===== src/common/ecs_pkg.sv =====
// Constants for the error code and status logic.
// Assumes a single clock domain; no imports, use ecs_pkg::name.
package ecs_pkg;
    // ------------------------------------------------------------
    // Register map (byte addresses, 8-bit data in low bits)
    // ------------------------------------------------------------
    localparam logic [3:0] ADDR_CODE = 4'h0;
    localparam logic [3:0] ADDR_STATUS = 4'h4;
    localparam logic [3:0] ADDR_MASK = 4'h8;
    localparam logic [3:0] ADDR_CTRL = 4'hC;
    localparam logic [7:0] MASK_RESET = 8'h00;
    localparam logic [7:0] CODE_NONE = 8'h00;
    // ------------------------------------------------------------
    // Status byte and control register bit positions
    // ------------------------------------------------------------
    localparam int SB_PROG = 0;
    localparam int SB_HW = 3;
    localparam int SB_ERR = 5;
    localparam int SB_RQS = 6;
    localparam int CTRL_CLEAR = 0;
    // ------------------------------------------------------------
    // Error events, one bit each, lowest index wins on collision
    // ------------------------------------------------------------
    localparam int NUM_EV = 14;
    localparam int EV_SYNTAX = 0;
    localparam int EV_KEY_REMOTE = 1;
    localparam int EV_LOCAL_LOCKOUT = 2;
    localparam int EV_LIMIT = 3;
    localparam int EV_TONE_OFFSET = 4;
    localparam int EV_DISCRETE_SEQ = 5;
    localparam int EV_MARKER_SPAN = 6;
    localparam int EV_HV_FREQ = 7;
    localparam int EV_MOD_FREQ = 8;
    localparam int EV_NO_DISPLAY = 9;
    localparam int EV_UNITS_ZERO = 10;
    localparam int EV_UNITS_BAD = 11;
    localparam int EV_INCR_BAD = 12;
    localparam int EV_SWEEP_EQUAL = 13;
    // Codes in event order (decimal values as listed)
    localparam logic [7:0] CODE_SYNTAX = 8'h0A;
    localparam logic [7:0] CODE_KEY_REMOTE = 8'h0B;
    localparam logic [7:0] CODE_LOCAL_LOCKOUT = 8'h0C;
    localparam logic [7:0] CODE_LIMIT = 8'h14;
    localparam logic [7:0] CODE_TONE_OFFSET = 8'h15;
    localparam logic [7:0] CODE_DISCRETE_SEQ = 8'h17;
    localparam logic [7:0] CODE_MARKER_SPAN = 8'h18;
    localparam logic [7:0] CODE_HV_FREQ = 8'h19;
    localparam logic [7:0] CODE_MOD_FREQ = 8'h1A;
    localparam logic [7:0] CODE_NO_DISPLAY = 8'h28;
    localparam logic [7:0] CODE_UNITS_ZERO = 8'h32;
    localparam logic [7:0] CODE_UNITS_BAD = 8'h3C;
    localparam logic [7:0] CODE_INCR_BAD = 8'h46;
    localparam logic [7:0] CODE_SWEEP_EQUAL = 8'h5A;
    localparam logic [NUM_EV*8-1:0] CODE_TABLE = {
        CODE_SWEEP_EQUAL, CODE_INCR_BAD, CODE_UNITS_BAD, CODE_UNITS_ZERO,
        CODE_NO_DISPLAY, CODE_MOD_FREQ, CODE_HV_FREQ, CODE_MARKER_SPAN,
        CODE_DISCRETE_SEQ, CODE_TONE_OFFSET, CODE_LIMIT, CODE_LOCAL_LOCKOUT,
        CODE_KEY_REMOTE, CODE_SYNTAX};
endpackage : ecs_pkg


===== src/design/ecs_error_status.sv =====
// Error code latch, status byte error bits and service request.
// Assumes fault pulses and commands come from logic on i_ref_clk;
// the register port is a plain strobe port with read data one cycle later.
//
// Overview of operation
// - Readout query returns code, clears code and bits
// - Any program or hardware error sets bit 5
// - Program error also sets bit 0
// - Hardware error also sets bit 3
// - Syntax or illegal character records code 10
// - Key pressed in remote records code 11
// - Local key under lockout records code 12
// - Out of limit value records code 20
// - Tone offset above limit records code 21
// - Discrete element save out of sequence: 23
// - Marker outside sweep span records code 24
// - Frequency too high with HV records 25
// - Frequency over modulation limit records code 26
// - Undisplayable value queried records code 40
// - Units conversion to zero records code 50
// - Improper units key or suffix records 60
// - Incompatible increment records code 70
// - Equal sweep start and stop records 90
// - Presets and clears also clear error bit
// - Service request when status AND mask nonzero
`timescale 1ns/1ps
module ecs_error_status #(
    parameter int NUM_EV = ecs_pkg::NUM_EV
) (
    // Clock, reset, enable
    input wire logic i_ref_clk,
    input wire logic i_reset,
    input wire logic i_clk_en,
    // Fault events, one-cycle pulses, one bit per detected condition
    input wire logic [NUM_EV-1:0] i_prog_fault,
    input wire logic i_hw_fault,
    input wire logic [7:0] i_hw_code,
    // Remote commands, one-cycle pulses
    input wire logic i_fault_code_readout_cmd,
    input wire logic i_clear_cmd,
    // Other status byte bits kept elsewhere
    input wire logic [7:0] i_status_other,
    // Register port
    input wire logic [3:0] i_addr,
    input wire logic [7:0] i_wdata,
    input wire logic i_wr,
    input wire logic i_rd,
    output logic [7:0] o_rdata,
    // Remote answer and status
    output logic [7:0] o_readout_data,
    output logic o_readout_valid,
    output logic [7:0] o_status_byte,
    output logic o_srq
);
    // ------------------------------------------------------------
    // Storage
    // ------------------------------------------------------------
    logic [7:0] code_reg, code_next;
    logic prog_reg, prog_next;
    logic hw_reg, hw_next;
    logic [7:0] mask_reg;
    logic [7:0] rdata_reg;
    logic [7:0] readout_reg;
    logic readout_valid_reg;
    logic [7:0] status_reg;
    logic srq_reg;

    // ------------------------------------------------------------
    // Event code selection, lowest index wins
    // ------------------------------------------------------------
    logic [7:0] pick [NUM_EV:0];
    assign pick[NUM_EV] = ecs_pkg::CODE_NONE;
    genvar g;
    generate
        // Ascending count keeps the loop variable non-negative
        for (g = 0; g < NUM_EV; g++) begin : g_pick
            // Priority chain: lower index overrides higher
            assign pick[g] = i_prog_fault[g] ? ecs_pkg::CODE_TABLE[g*8 +: 8] : pick[g+1];
        end
    endgenerate

    wire prog_event = |i_prog_fault;
    wire any_event = prog_event | i_hw_fault;
    // Hardware fault code takes precedence; it signals a real failure
    wire [7:0] event_code = i_hw_fault ? i_hw_code : pick[0];
    wire wr_ctrl_clr = i_wr && (i_addr == ecs_pkg::ADDR_CTRL) && i_wdata[ecs_pkg::CTRL_CLEAR];
    wire clear_all = i_clear_cmd | wr_ctrl_clr;
    wire readout = i_fault_code_readout_cmd;
    wire wr_mask = i_wr && (i_addr == ecs_pkg::ADDR_MASK);

    // ------------------------------------------------------------
    // Next state: a new event wins over a clear in the same cycle
    // ------------------------------------------------------------
    always_comb begin
        code_next = code_reg;
        prog_next = prog_reg;
        hw_next = hw_reg;
        if (readout || clear_all) begin
            code_next = ecs_pkg::CODE_NONE;
            prog_next = 1'b0;
            hw_next = 1'b0;
        end
        if (any_event) begin
            code_next = event_code;
        end
        if (prog_event) begin
            prog_next = 1'b1;
        end
        if (i_hw_fault) begin
            hw_next = 1'b1;
        end
    end

    // Status byte composition from next values, so it tracks the flags
    wire err_next = prog_next | hw_next;
    wire [7:0] status_next = {i_status_other[7], 1'b0, err_next, i_status_other[4],
                              hw_next, i_status_other[2:1], prog_next};
    wire srq_next = |(status_next & mask_reg);
    wire [7:0] status_full = {status_next[7], srq_next, status_next[5:0]};

    // Register read decode
    wire [7:0] rd_mux = (i_addr == ecs_pkg::ADDR_CODE) ? code_reg :
                        (i_addr == ecs_pkg::ADDR_STATUS) ? status_reg :
                        (i_addr == ecs_pkg::ADDR_MASK) ? mask_reg : 8'h00;

    // ------------------------------------------------------------
    // Error flags and code
    // ------------------------------------------------------------
    always_ff @(posedge i_ref_clk or posedge i_reset) begin
        if (i_reset) begin
            code_reg <= ecs_pkg::CODE_NONE;
            prog_reg <= 1'b0;
            hw_reg <= 1'b0;
        end else if (i_clk_en) begin
            code_reg <= code_next;
            prog_reg <= prog_next;
            hw_reg <= hw_next;
        end
    end

    // Readout answer carries the code held before clearing
    always_ff @(posedge i_ref_clk or posedge i_reset) begin
        if (i_reset) begin
            readout_reg <= ecs_pkg::CODE_NONE;
            readout_valid_reg <= 1'b0;
        end else if (i_clk_en) begin
            readout_valid_reg <= readout;
            if (readout) begin
                readout_reg <= code_reg;
            end
        end
    end

    // ------------------------------------------------------------
    // Register port, mask and status outputs
    // ------------------------------------------------------------
    always_ff @(posedge i_ref_clk or posedge i_reset) begin
        if (i_reset) begin
            mask_reg <= ecs_pkg::MASK_RESET;
            rdata_reg <= 8'h00;
            status_reg <= 8'h00;
            srq_reg <= 1'b0;
        end else if (i_clk_en) begin
            if (wr_mask) begin
                // Require service bit is always masked off
                mask_reg <= i_wdata & ~(8'h01 << ecs_pkg::SB_RQS);
            end
            rdata_reg <= i_rd ? rd_mux : 8'h00;
            status_reg <= status_full;
            srq_reg <= srq_next;
        end
    end

    assign o_rdata = rdata_reg;
    assign o_readout_data = readout_reg;
    assign o_readout_valid = readout_valid_reg;
    assign o_status_byte = status_reg;
    assign o_srq = srq_reg;
endmodule : ecs_error_status


===== config.mk =====
export PLATFORM = sky130hd
export DESIGN_NAME = ecs_error_status
export DESIGN_NICKNAME = d
export VERILOG_FILES = /design/src/common/ecs_pkg.sv /design/src/design/ecs_error_status.sv
export SDC_FILE = /design/constraint.sdc
export NUM_CORES = 1
export LEC_CHECK = 0
export ABC_AREA = 1
export BUFFER_PORTS_ARGS = -buffer_cell sky130_fd_sc_hd__clkbuf_2
export CORE_ASPECT_RATIO = 0.6
export CORE_UTILIZATION = 35
export DETAILED_ROUTE_END_ITERATION = 6
export MAX_ROUTING_LAYER = met4
export PLACE_DENSITY = 0.63
export REMOVE_ABC_BUFFERS = 1
export SLEW_MARGIN = 0
export SYNTH_ARGS = -nofsm -noshare
export SYNTH_HDL_FRONTEND = slang
export SYNTH_SLANG_ARGS = --single-unit

===== constraint.sdc =====
create_clock -name i_ref_clk -period 1.5 [get_ports i_ref_clk]
set_clock_uncertainty 0.1 [all_clocks]
set_input_delay 0.075 -clock i_ref_clk [delete_from_list [all_inputs] [get_ports i_ref_clk]]
set_output_delay 0.075 -clock i_ref_clk [all_outputs]
set_load 0.05 [all_outputs]

After elaboration in Yosys (flattened, before gate mapping):

Cells that the tools add are included.
W data, S select, Z words.

* flip-flop bits (word level): 43
* input port bits: 50
* output and inout bits: 26
* word-level logic and storage cells: 52

* eq/ne operators: 3
* mux-type cells: 25
* bitwise gates (word level): 4
* reduce and logical (&&, ||, !) cells: 11

Operator list (number)
* $mux W8: 20
* $reduce_or A14 Y1: 1
* $and A8 B8 Y8: 1
* $eq A4 B4 Y1 const B: 2
* $reduce_or A8 Y1: 1
* $mux W7: 1
* $reduce_and A2 Y1: 3
* $eq A4 B3 Y1 const B: 1
* $logic_not A4 Y1: 1
* $mux W1: 4
* $logic_and A1 B1 Y1: 3
* $or A1 B1 Y1: 3
* $reduce_bool A2 Y1: 1
* $logic_or A1 B1 Y1: 1

Longest topological paths before layout:

Gate-level depths: netlist (run 1).

* depth in word-level cells: 16
* mapped depth: 10
* depth with buffers taken out: 10

Worst setup path after synthesis (run 1):

No wires, ideal clock.

* path kind: register to register
* start: reg status_reg[1], in the netlist o_status_byte[1]
* end: reg rdata_reg[1], in the netlist o_rdata[1]
* library setup time: 0.083 ns
* arrival time: 1.047 ns
* slack: 0.270 ns
* stages on the path, launching flop included: 5
* period minus slack after synthesis: 1.230 ns
* cell sequence: dfrtp_1 > inv_1 > o22ai_1 > o21ai_0 > o21ai_0

* cells in the longest elaborated chain, start to end: 3

RTL lines
* start: declaration: RTL line ecs_error_status.sv:65 `logic [7:0] status_reg;`
* start signal: assignment: RTL line ecs_error_status.sv:169 `status_reg <= status_full;`
* $mux W8: RTL line ecs_error_status.sv:123 `(i_addr == ecs_pkg::ADDR_STATUS) ? status_reg :`
* $mux W8: RTL line ecs_error_status.sv:122 `wire [7:0] rd_mux = (i_addr == ecs_pkg::ADDR_CODE) ? code_reg :`
* $mux W8: RTL line ecs_error_status.sv:168 `rdata_reg <= i_rd ? rd_mux : 8'h00;`
* end signal: assignment: RTL line ecs_error_status.sv:168
* end: declaration: RTL line ecs_error_status.sv:62 `logic [7:0] rdata_reg;`

Every way passes these cells.
A chain may end at the register's enable or synchronous reset.

Final worst setup path (run 1):

* start: in i_addr[1]
* end: reg code_reg[0]

* cells in the longest elaborated chain, start to end: 7

RTL lines
* start: declaration: RTL line ecs_error_status.sv:44 `input wire logic [3:0] i_addr,`
* $eq A4 B4 Y1: RTL line ecs_error_status.sv:86 `wire wr_ctrl_clr = i_wr && (i_addr == ecs_pkg::ADDR_CTRL) && i_wdata[ecs_pkg::CTRL_CLEAR];`
* $logic_and A1 B1 Y1 (2 in series): RTL line ecs_error_status.sv:86
* $or A1 B1 Y1: RTL line ecs_error_status.sv:87 `wire clear_all = i_clear_cmd | wr_ctrl_clr;`
* $logic_or A1 B1 Y1: RTL line ecs_error_status.sv:98 `if (readout || clear_all) begin`
* $reduce_bool A2 Y1 (no source line)
* $reduce_and A2 Y1 (no source line)
* end signal: assignment: RTL line ecs_error_status.sv:131 `code_reg <= ecs_pkg::CODE_NONE;`
* end signal: assignment: RTL line ecs_error_status.sv:135 `code_reg <= code_next;`
* end: declaration: RTL line ecs_error_status.sv:58 `logic [7:0] code_reg, code_next;`

Every way passes these cells.

==> impl_results.md, run 1 <==
- Status: finished, final reports clean
- RSZ-0062 raised after global routing: no
- Initial antenna violation count: 0
- Port buffer count: 70
- Nets: 431
- Ant diodes: 0
- DR iter-0 viols: 130
- Unique cell type count in the Yosys netlist: 22
- Gr usage total: 19.3%
- Final hold violations: 0
- WP data arrival: 1440 ps
- Vias per inst: 4.58
- Worst slew margin: 65.6%
- Largest net degree at the start of global routing: 41
- I/O Pins: 76
- Synthesized area: 2130 sq um
- Pwr per Cell Area: 918 nW/um^2
- Area growth, synth to finish: 33.8%
- CTS Buffer Depth: 2
- Required @ worst endpoint: 1570 ps
- Post-synthesis sequential area ratio: 47.0%
- Area contributors post-synth: dfrtp_1 (47%), nand2_1 (13%), o21ai_0 (9.2%)
- Most Used Layer, Global Route: met1
- Die area: 6410 sq um
- First-pass GRT wire length: 9.23 mm
- Via Count: 2111
- Cell accounting for the most synthesized area: dfrtp_1
- Leak: 1.51 nW
- Post-synth top area share: 47.0%
- Clk_lat worst skew: 290 ps
- Routed len/inst: 12.0 um
- Initial Utilization: 37.2%
- Met1 Usage GRT: 29.9%
- Core area: 5730 sq um
- GRT met2 Usage: 26.4%
- Share of layout cells above drive strength 1: 26.8%
- Final GP Congestion: 0.870
- Total CTS buffers: 5
- HPWL after detailed placement: 4.22 mm
- Sink Count: 40
- Syn Inst Count: 289
- Met3 Usage GRT: 3.80%
- FP Rows: 21
- Fin util: 49.8%
- Overflow after GRT: 0
- Hold crit path type: in2reg
- YS warnings: 0
- Clk root buf: clkbuf_8
- Syn Area/Cell: 7.37 sq um
- WL final: 5.55 mm
- Setup crit end kind: flip-flop
- Final antenna-violating net count: 0
- Slew Viols, Final: 0
- CTS tree: done
- Vias in the first global route: 1944
- Setup crit start kind: input port
- Setup violations, final: 0
- Filler instances: 610
- CP max FO: 8
- WS Path Type: in2reg
- Fmax: 730 MHz
- CTS clk-pin slew, worst paths: 80 ps
- Total iterations of the first detailed-routing run: 4
- Min Tclk post-route: 1370 ps
- Setup TNS: 0 ps
- Die Height: 62.4 um
- Htree depth: 2
- DRC: 0
- Die width: 103 um
- Crit share post-route: 91.3%
- Worst slew pin tran: 515 ps
- Maximum vdd drop: 0.373 mV
- Max-Cap Viols: 0
- FF+latch count, synth: 40
[cells by family after synthesis]
| logic type | share of synthesized area [%] |
|---|---|
| DFF | 47.0 |
| and+or+nand+nor | 28.9 |
| buffers and inverters | 9.04 |
| AOI/OAI and AO/OA | 15.0 |
[power by group]
group          switching, mW  internal [mW]  leakage (nW)
clock network          0.363          0.317        0.0410
logic                  0.479          0.212         0.975
registers             0.0593           1.19         0.489
[metal layers]
layer,wire (um),part of all wire (%),vias to the layer above
met5,0,0,-
met4,12,0.22,0
met3,272,4.9,2
met2,2300,41,45
met1,2960,53,965
li1,-,-,1099
[layout by cell type (no fill, tap or decap), types with 2 or more instances in the layout]
cell and count:
o21ai_2 5, clkbuf_8 5, dfrtp_1 40, clkbuf_2 70, nor2_1 36, nor3_1 3, o21ai_0 39, buf_4 6
nand2_1 73, a21oi_1 8, inv_1 36, nor2_2 5, dlygate4sd3_1 18, nor2_4 2, o22ai_1 4, nand3_1 18
nand2_2 3, nand2_4 3
[what timing repair did]
action                     4_1_cts  5_1_grt
gates resized for setup          0        7
hold buffers                    18        0
setup endpoints to repair        0        1
setup buffers                    0        2
hold endpoints to repair        56        0
[synthesized netlist by cell type]
cell type / instances
inv_1: 37
and3_1: 1
nand2_1: 74
nand2_4: 2
o22ai_1: 4
clkbuf_1: 4
o21ai_0: 39
a22o_1: 1
o21ai_2: 5
nor2_1: 39
nor3_1: 3
nand3_1: 18
nand2_2: 3
nor2_4: 1
buf_4: 3
dfrtp_1: 40
clkbuf_2: 1
o211ai_1: 1
nor2_2: 3
a21oi_1: 8
nand3_2: 1
buf_6: 1
[area by class of cell]
| type | instances | area, sq um | area share [%] |
|---|---|---|---|
| clock inverters | 1 | 5.00 | 0.176 |
| flip-flops and latches | 40 | 1000 | 35.1 |
| clock buffers | 6 | 72.6 | 2.55 |
| multi-input cells | 203 | 957 | 33.6 |
| inverters | 37 | 139 | 4.87 |
| repair buffers | 94 | 576 | 20.2 |
| well taps | 80 | 100 | 3.51 |
[critical path: stages]
cell and delay (ps):
clkbuf_2 100, nor2_4 200, nand2_1 120, nand2_1 90
nand2_2 120, nand3_1 120, nand3_1 70, dlygate4sd3_1 550
[stage by stage]
stage               cells  instance area (sq um)  worst slack, ps  total power [mW]  hold WS, ps
finish                461                   2850              130              2.62         8.50
floorplan             280                   2080             4.25              1.69         83.7
detailed placement    434                   2560              141              1.92          110
CTS                   459                   2820             26.6              2.63        0.475
global route          461                   2850             7.84              2.77         37.6
global placement      434                   2560              166              1.91          109
[worst paths after layout]
check / end / slack, ps / cells past startpoint / start
worst max-delay path: code_reg[0] / 130 / 8 / i_addr[1]
worst min-delay path: code_reg[2] / 9 / 5 / i_hw_code[2]
worst max register to register: code_reg[0] / 210 / 3 / code_reg[0]
worst min register to register: o_readout_data[6] / 390 / 2 / o_readout_data[6]
max in group asynchronous: o_status_byte[6] / 600 / 4 / i_reset
min in group asynchronous: o_readout_data[6] / 340 / 4 / i_reset
No activity file was read; power rests on OpenSTA's default activity.
==> inputs of run 2 (changes only) <==
--- a/config.mk
+++ b/config.mk
@@ -6,12 +6,12 @@
 export NUM_CORES = 1
 export LEC_CHECK = 0
 export ABC_AREA = 1
-export BUFFER_PORTS_ARGS = -buffer_cell sky130_fd_sc_hd__clkbuf_2
 export CORE_ASPECT_RATIO = 0.6
 export CORE_UTILIZATION = 35
 export DETAILED_ROUTE_END_ITERATION = 6
+export DONT_BUFFER_PORTS = 1
 export MAX_ROUTING_LAYER = met4
-export PLACE_DENSITY = 0.63
+export PLACE_DENSITY = 0.52
 export REMOVE_ABC_BUFFERS = 1
 export SLEW_MARGIN = 0
 export SYNTH_ARGS = -nofsm -noshare
==> impl_results.md, run 2 (synthesis results as in run 1) <==
- CP max FO: 2 (-6)
- Worst slew pin tran: 541 ps (+25.6 ps)
- Flop2flop setup slack: 300 ps (+90 ps)
- Ant diodes: 0 (unchanged)
- Setup crit start kind: input port
- WP data arrival: 1550 ps (+110 ps)
- Overflow after GRT: 0 (unchanged)
- Clock Power Share: 32.6% (+6.6 points)
- Area of placed instances: 2380 sq um (-6.9%)
- Fmax: 683 MHz (-6.5%)
- Sw frac: 31.5% (-2.9 points)
- Largest net degree at the start of global routing: 41 (unchanged)
- HPWL after detailed placement: 4.21 mm (-0.41%)
- DRC: 0 (unchanged)
- Hold crit path type: in2reg
- Nets: 395 (-8.4%)
- Routed len/inst: 13.6 um (+13%)
- Port buffer count: 0 (-100%)
- Leak: 1.38 nW (-8.3%)
- Die width: 103 um (unchanged)
- Dpl ws: 166 ps (+24.4 ps)
- Seq pwr share: 43.6% (-4.0 points)
- Core area: 5730 sq um (unchanged)
- Vias in the first global route: 1949 (+0.26%)
- CTS clk-pin slew, worst paths: 80 ps (about the same)
- Maximum vdd drop: 0.563 mV (+51%)
- Switching Power: 0.899 mW (-0.17%)
- Area of the multi-input gates: 950 sq um (-0.78%)
- Cell Int Power: 1.95 mW (+14%)
- Pwr per Cell Area: 1010 nW/um^2 (+10%)
- Final hold violations: 0 (unchanged)
- Required @ worst endpoint: 1590 ps (+20 ps)
- Reg2reg end: o_status_byte[6]
- Share of layout cells above drive strength 1: 15.6% (-11 points)
- First-pass GRT wire length: 9.66 mm (+4.7%)
- Total CTS buffers: 5 (unchanged)
- Most common cell after layout, fill and taps aside: nand2_1
- Register Area: 1000 sq um (unchanged)
- Sink Count: 40 (unchanged)
- Clk_lat worst skew: 290 ps (about the same)
- Critical Path Start: i_prog_fault[2]
- Fin util: 49.3% (-0.46 points)
- Worst slew margin: 63.8% (-1.8 points)
- FP Rows: 21 (unchanged)
- Setup crit end kind: flip-flop
- Gr usage total: 20.7% (+1.4 points)
- Status: finished, final reports clean
- Die Height: 62.4 um (unchanged)
- Clk root buf: clkbuf_8
- Min Tclk post-route: 1460 ps (+94.6 ps)
- Die area: 6410 sq um (unchanged)
- Worst setup path endpoint: code_reg[3]
- Most frequent cells in the layout: nand2_1 (73), dfrtp_1 (40), o21ai_0 (39), inv_1 (37), nor2_1 (37)
- I/O Pins: 76 (unchanged)
- CTS Buffer Depth: 2 (unchanged)
- Via Count: 1991 (-5.7%)
- Area growth, synth to finish: 32.5%
- Vias per inst: 4.67 (+2.1%)
- Design area: 2820 sq um (-0.92%)
- Initial Utilization: 37.2% (unchanged)
- Setup TNS: 0 ps (unchanged)
- Slew Viols, Final: 0 (unchanged)
- Final antenna-violating net count: 0 (unchanged)
- Filler instances: 624 (+2.3%)
- Htree depth: 2 (unchanged)
- Crit share post-route: 97.6% (+6.3 points)
- FF-to-FF Start: mask_reg[4]
- Min Hold Slack: 4.75 ps (-3.75 ps)
- CTS tree: done
- WL final: 5.80 mm (+4.5%)
- WS Path Type: in2reg
- R2R depth: 5 (+2)
- DR iter-0 viols: 83 (-36%)
- Setup violations, final: 0 (unchanged)
- Total iterations of the first detailed-routing run: 4 (unchanged)
- Comb pwr share: 23.8% (-2.6 points)
- Final GP Congestion: 0.838 (-3.7%)
- Worst setup margin: 35.7 ps (-94.6 ps)
- Initial antenna violation count: 0 (unchanged)
- Max-Cap Viols: 0 (unchanged)
-- run 2: layer usage --
layer	track usage (%)	up-vias	wire length [um]
li1	-	1034	-
met1	30.9	901	3010
met2	28.1	51	2380
met3	4.81	5	365
met4	4.75	0	39
met5	-	-	0
-- run 2: repair_timing --
action                     CTS  global route
resized for setup            0             4
setup endpoints to repair    0             3
hold endpoints to repair    70             1
hold buffers                31             1
setup buffers                0             0
-- run 2: power by group through the flow --
stage	Combinational [mW]	Clock, mW	Sequential [mW]
after floorplan	0.232	0	1.46
after global placement	0.597	0	1.27
after detailed placement	0.601	0	1.27
after CTS	0.677	0.958	1.25
after global routing	0.744	1.00	1.26
final	0.678	0.931	1.25
-- run 2: final cells by class --
| cell class | count | area share [%] |
|---|---|---|
| repair buffers | 58 | 18.2 |
| clock inverters | 2 | 1.37 |
| well taps | 80 | 3.54 |
| flip-flops and latches | 40 | 35.4 |
| inverters | 37 | 4.92 |
| multi-input cells | 203 | 33.6 |
| clock buffers | 6 | 2.92 |
-- run 2: worst min path at each step --
stage	from	endpoint	slack (ps)	depth (start not counted)
3_5_place_dp	i_reset	o_rdata[6]	30	2
5_1_grt	i_clk_en	o_status_byte[6]	40	5
3_3_place_gp	i_reset	o_rdata[6]	30	2
6_report	i_clk_en	o_status_byte[6]	5	5
2_1_floorplan	i_clk_en	o_status_byte[1]	80	1
4_1_cts	i_clk_en	o_status_byte[6]	6	5
-- run 2: through the flow --
stage	total power [mW]	std cells
after floorplan	1.69	280
after global placement	1.86	387
after detailed placement	1.87	387
after CTS	2.88	426
after global routing	3.01	426
final	2.85	426
-- run 2: worst max-delay path: stages --
cell           delay (ps)
dlygate4sd3_1         590
nor2_2                130
nand2_1                60
dlygate4sd3_1         570
nand2_2                80
o21ai_2                50
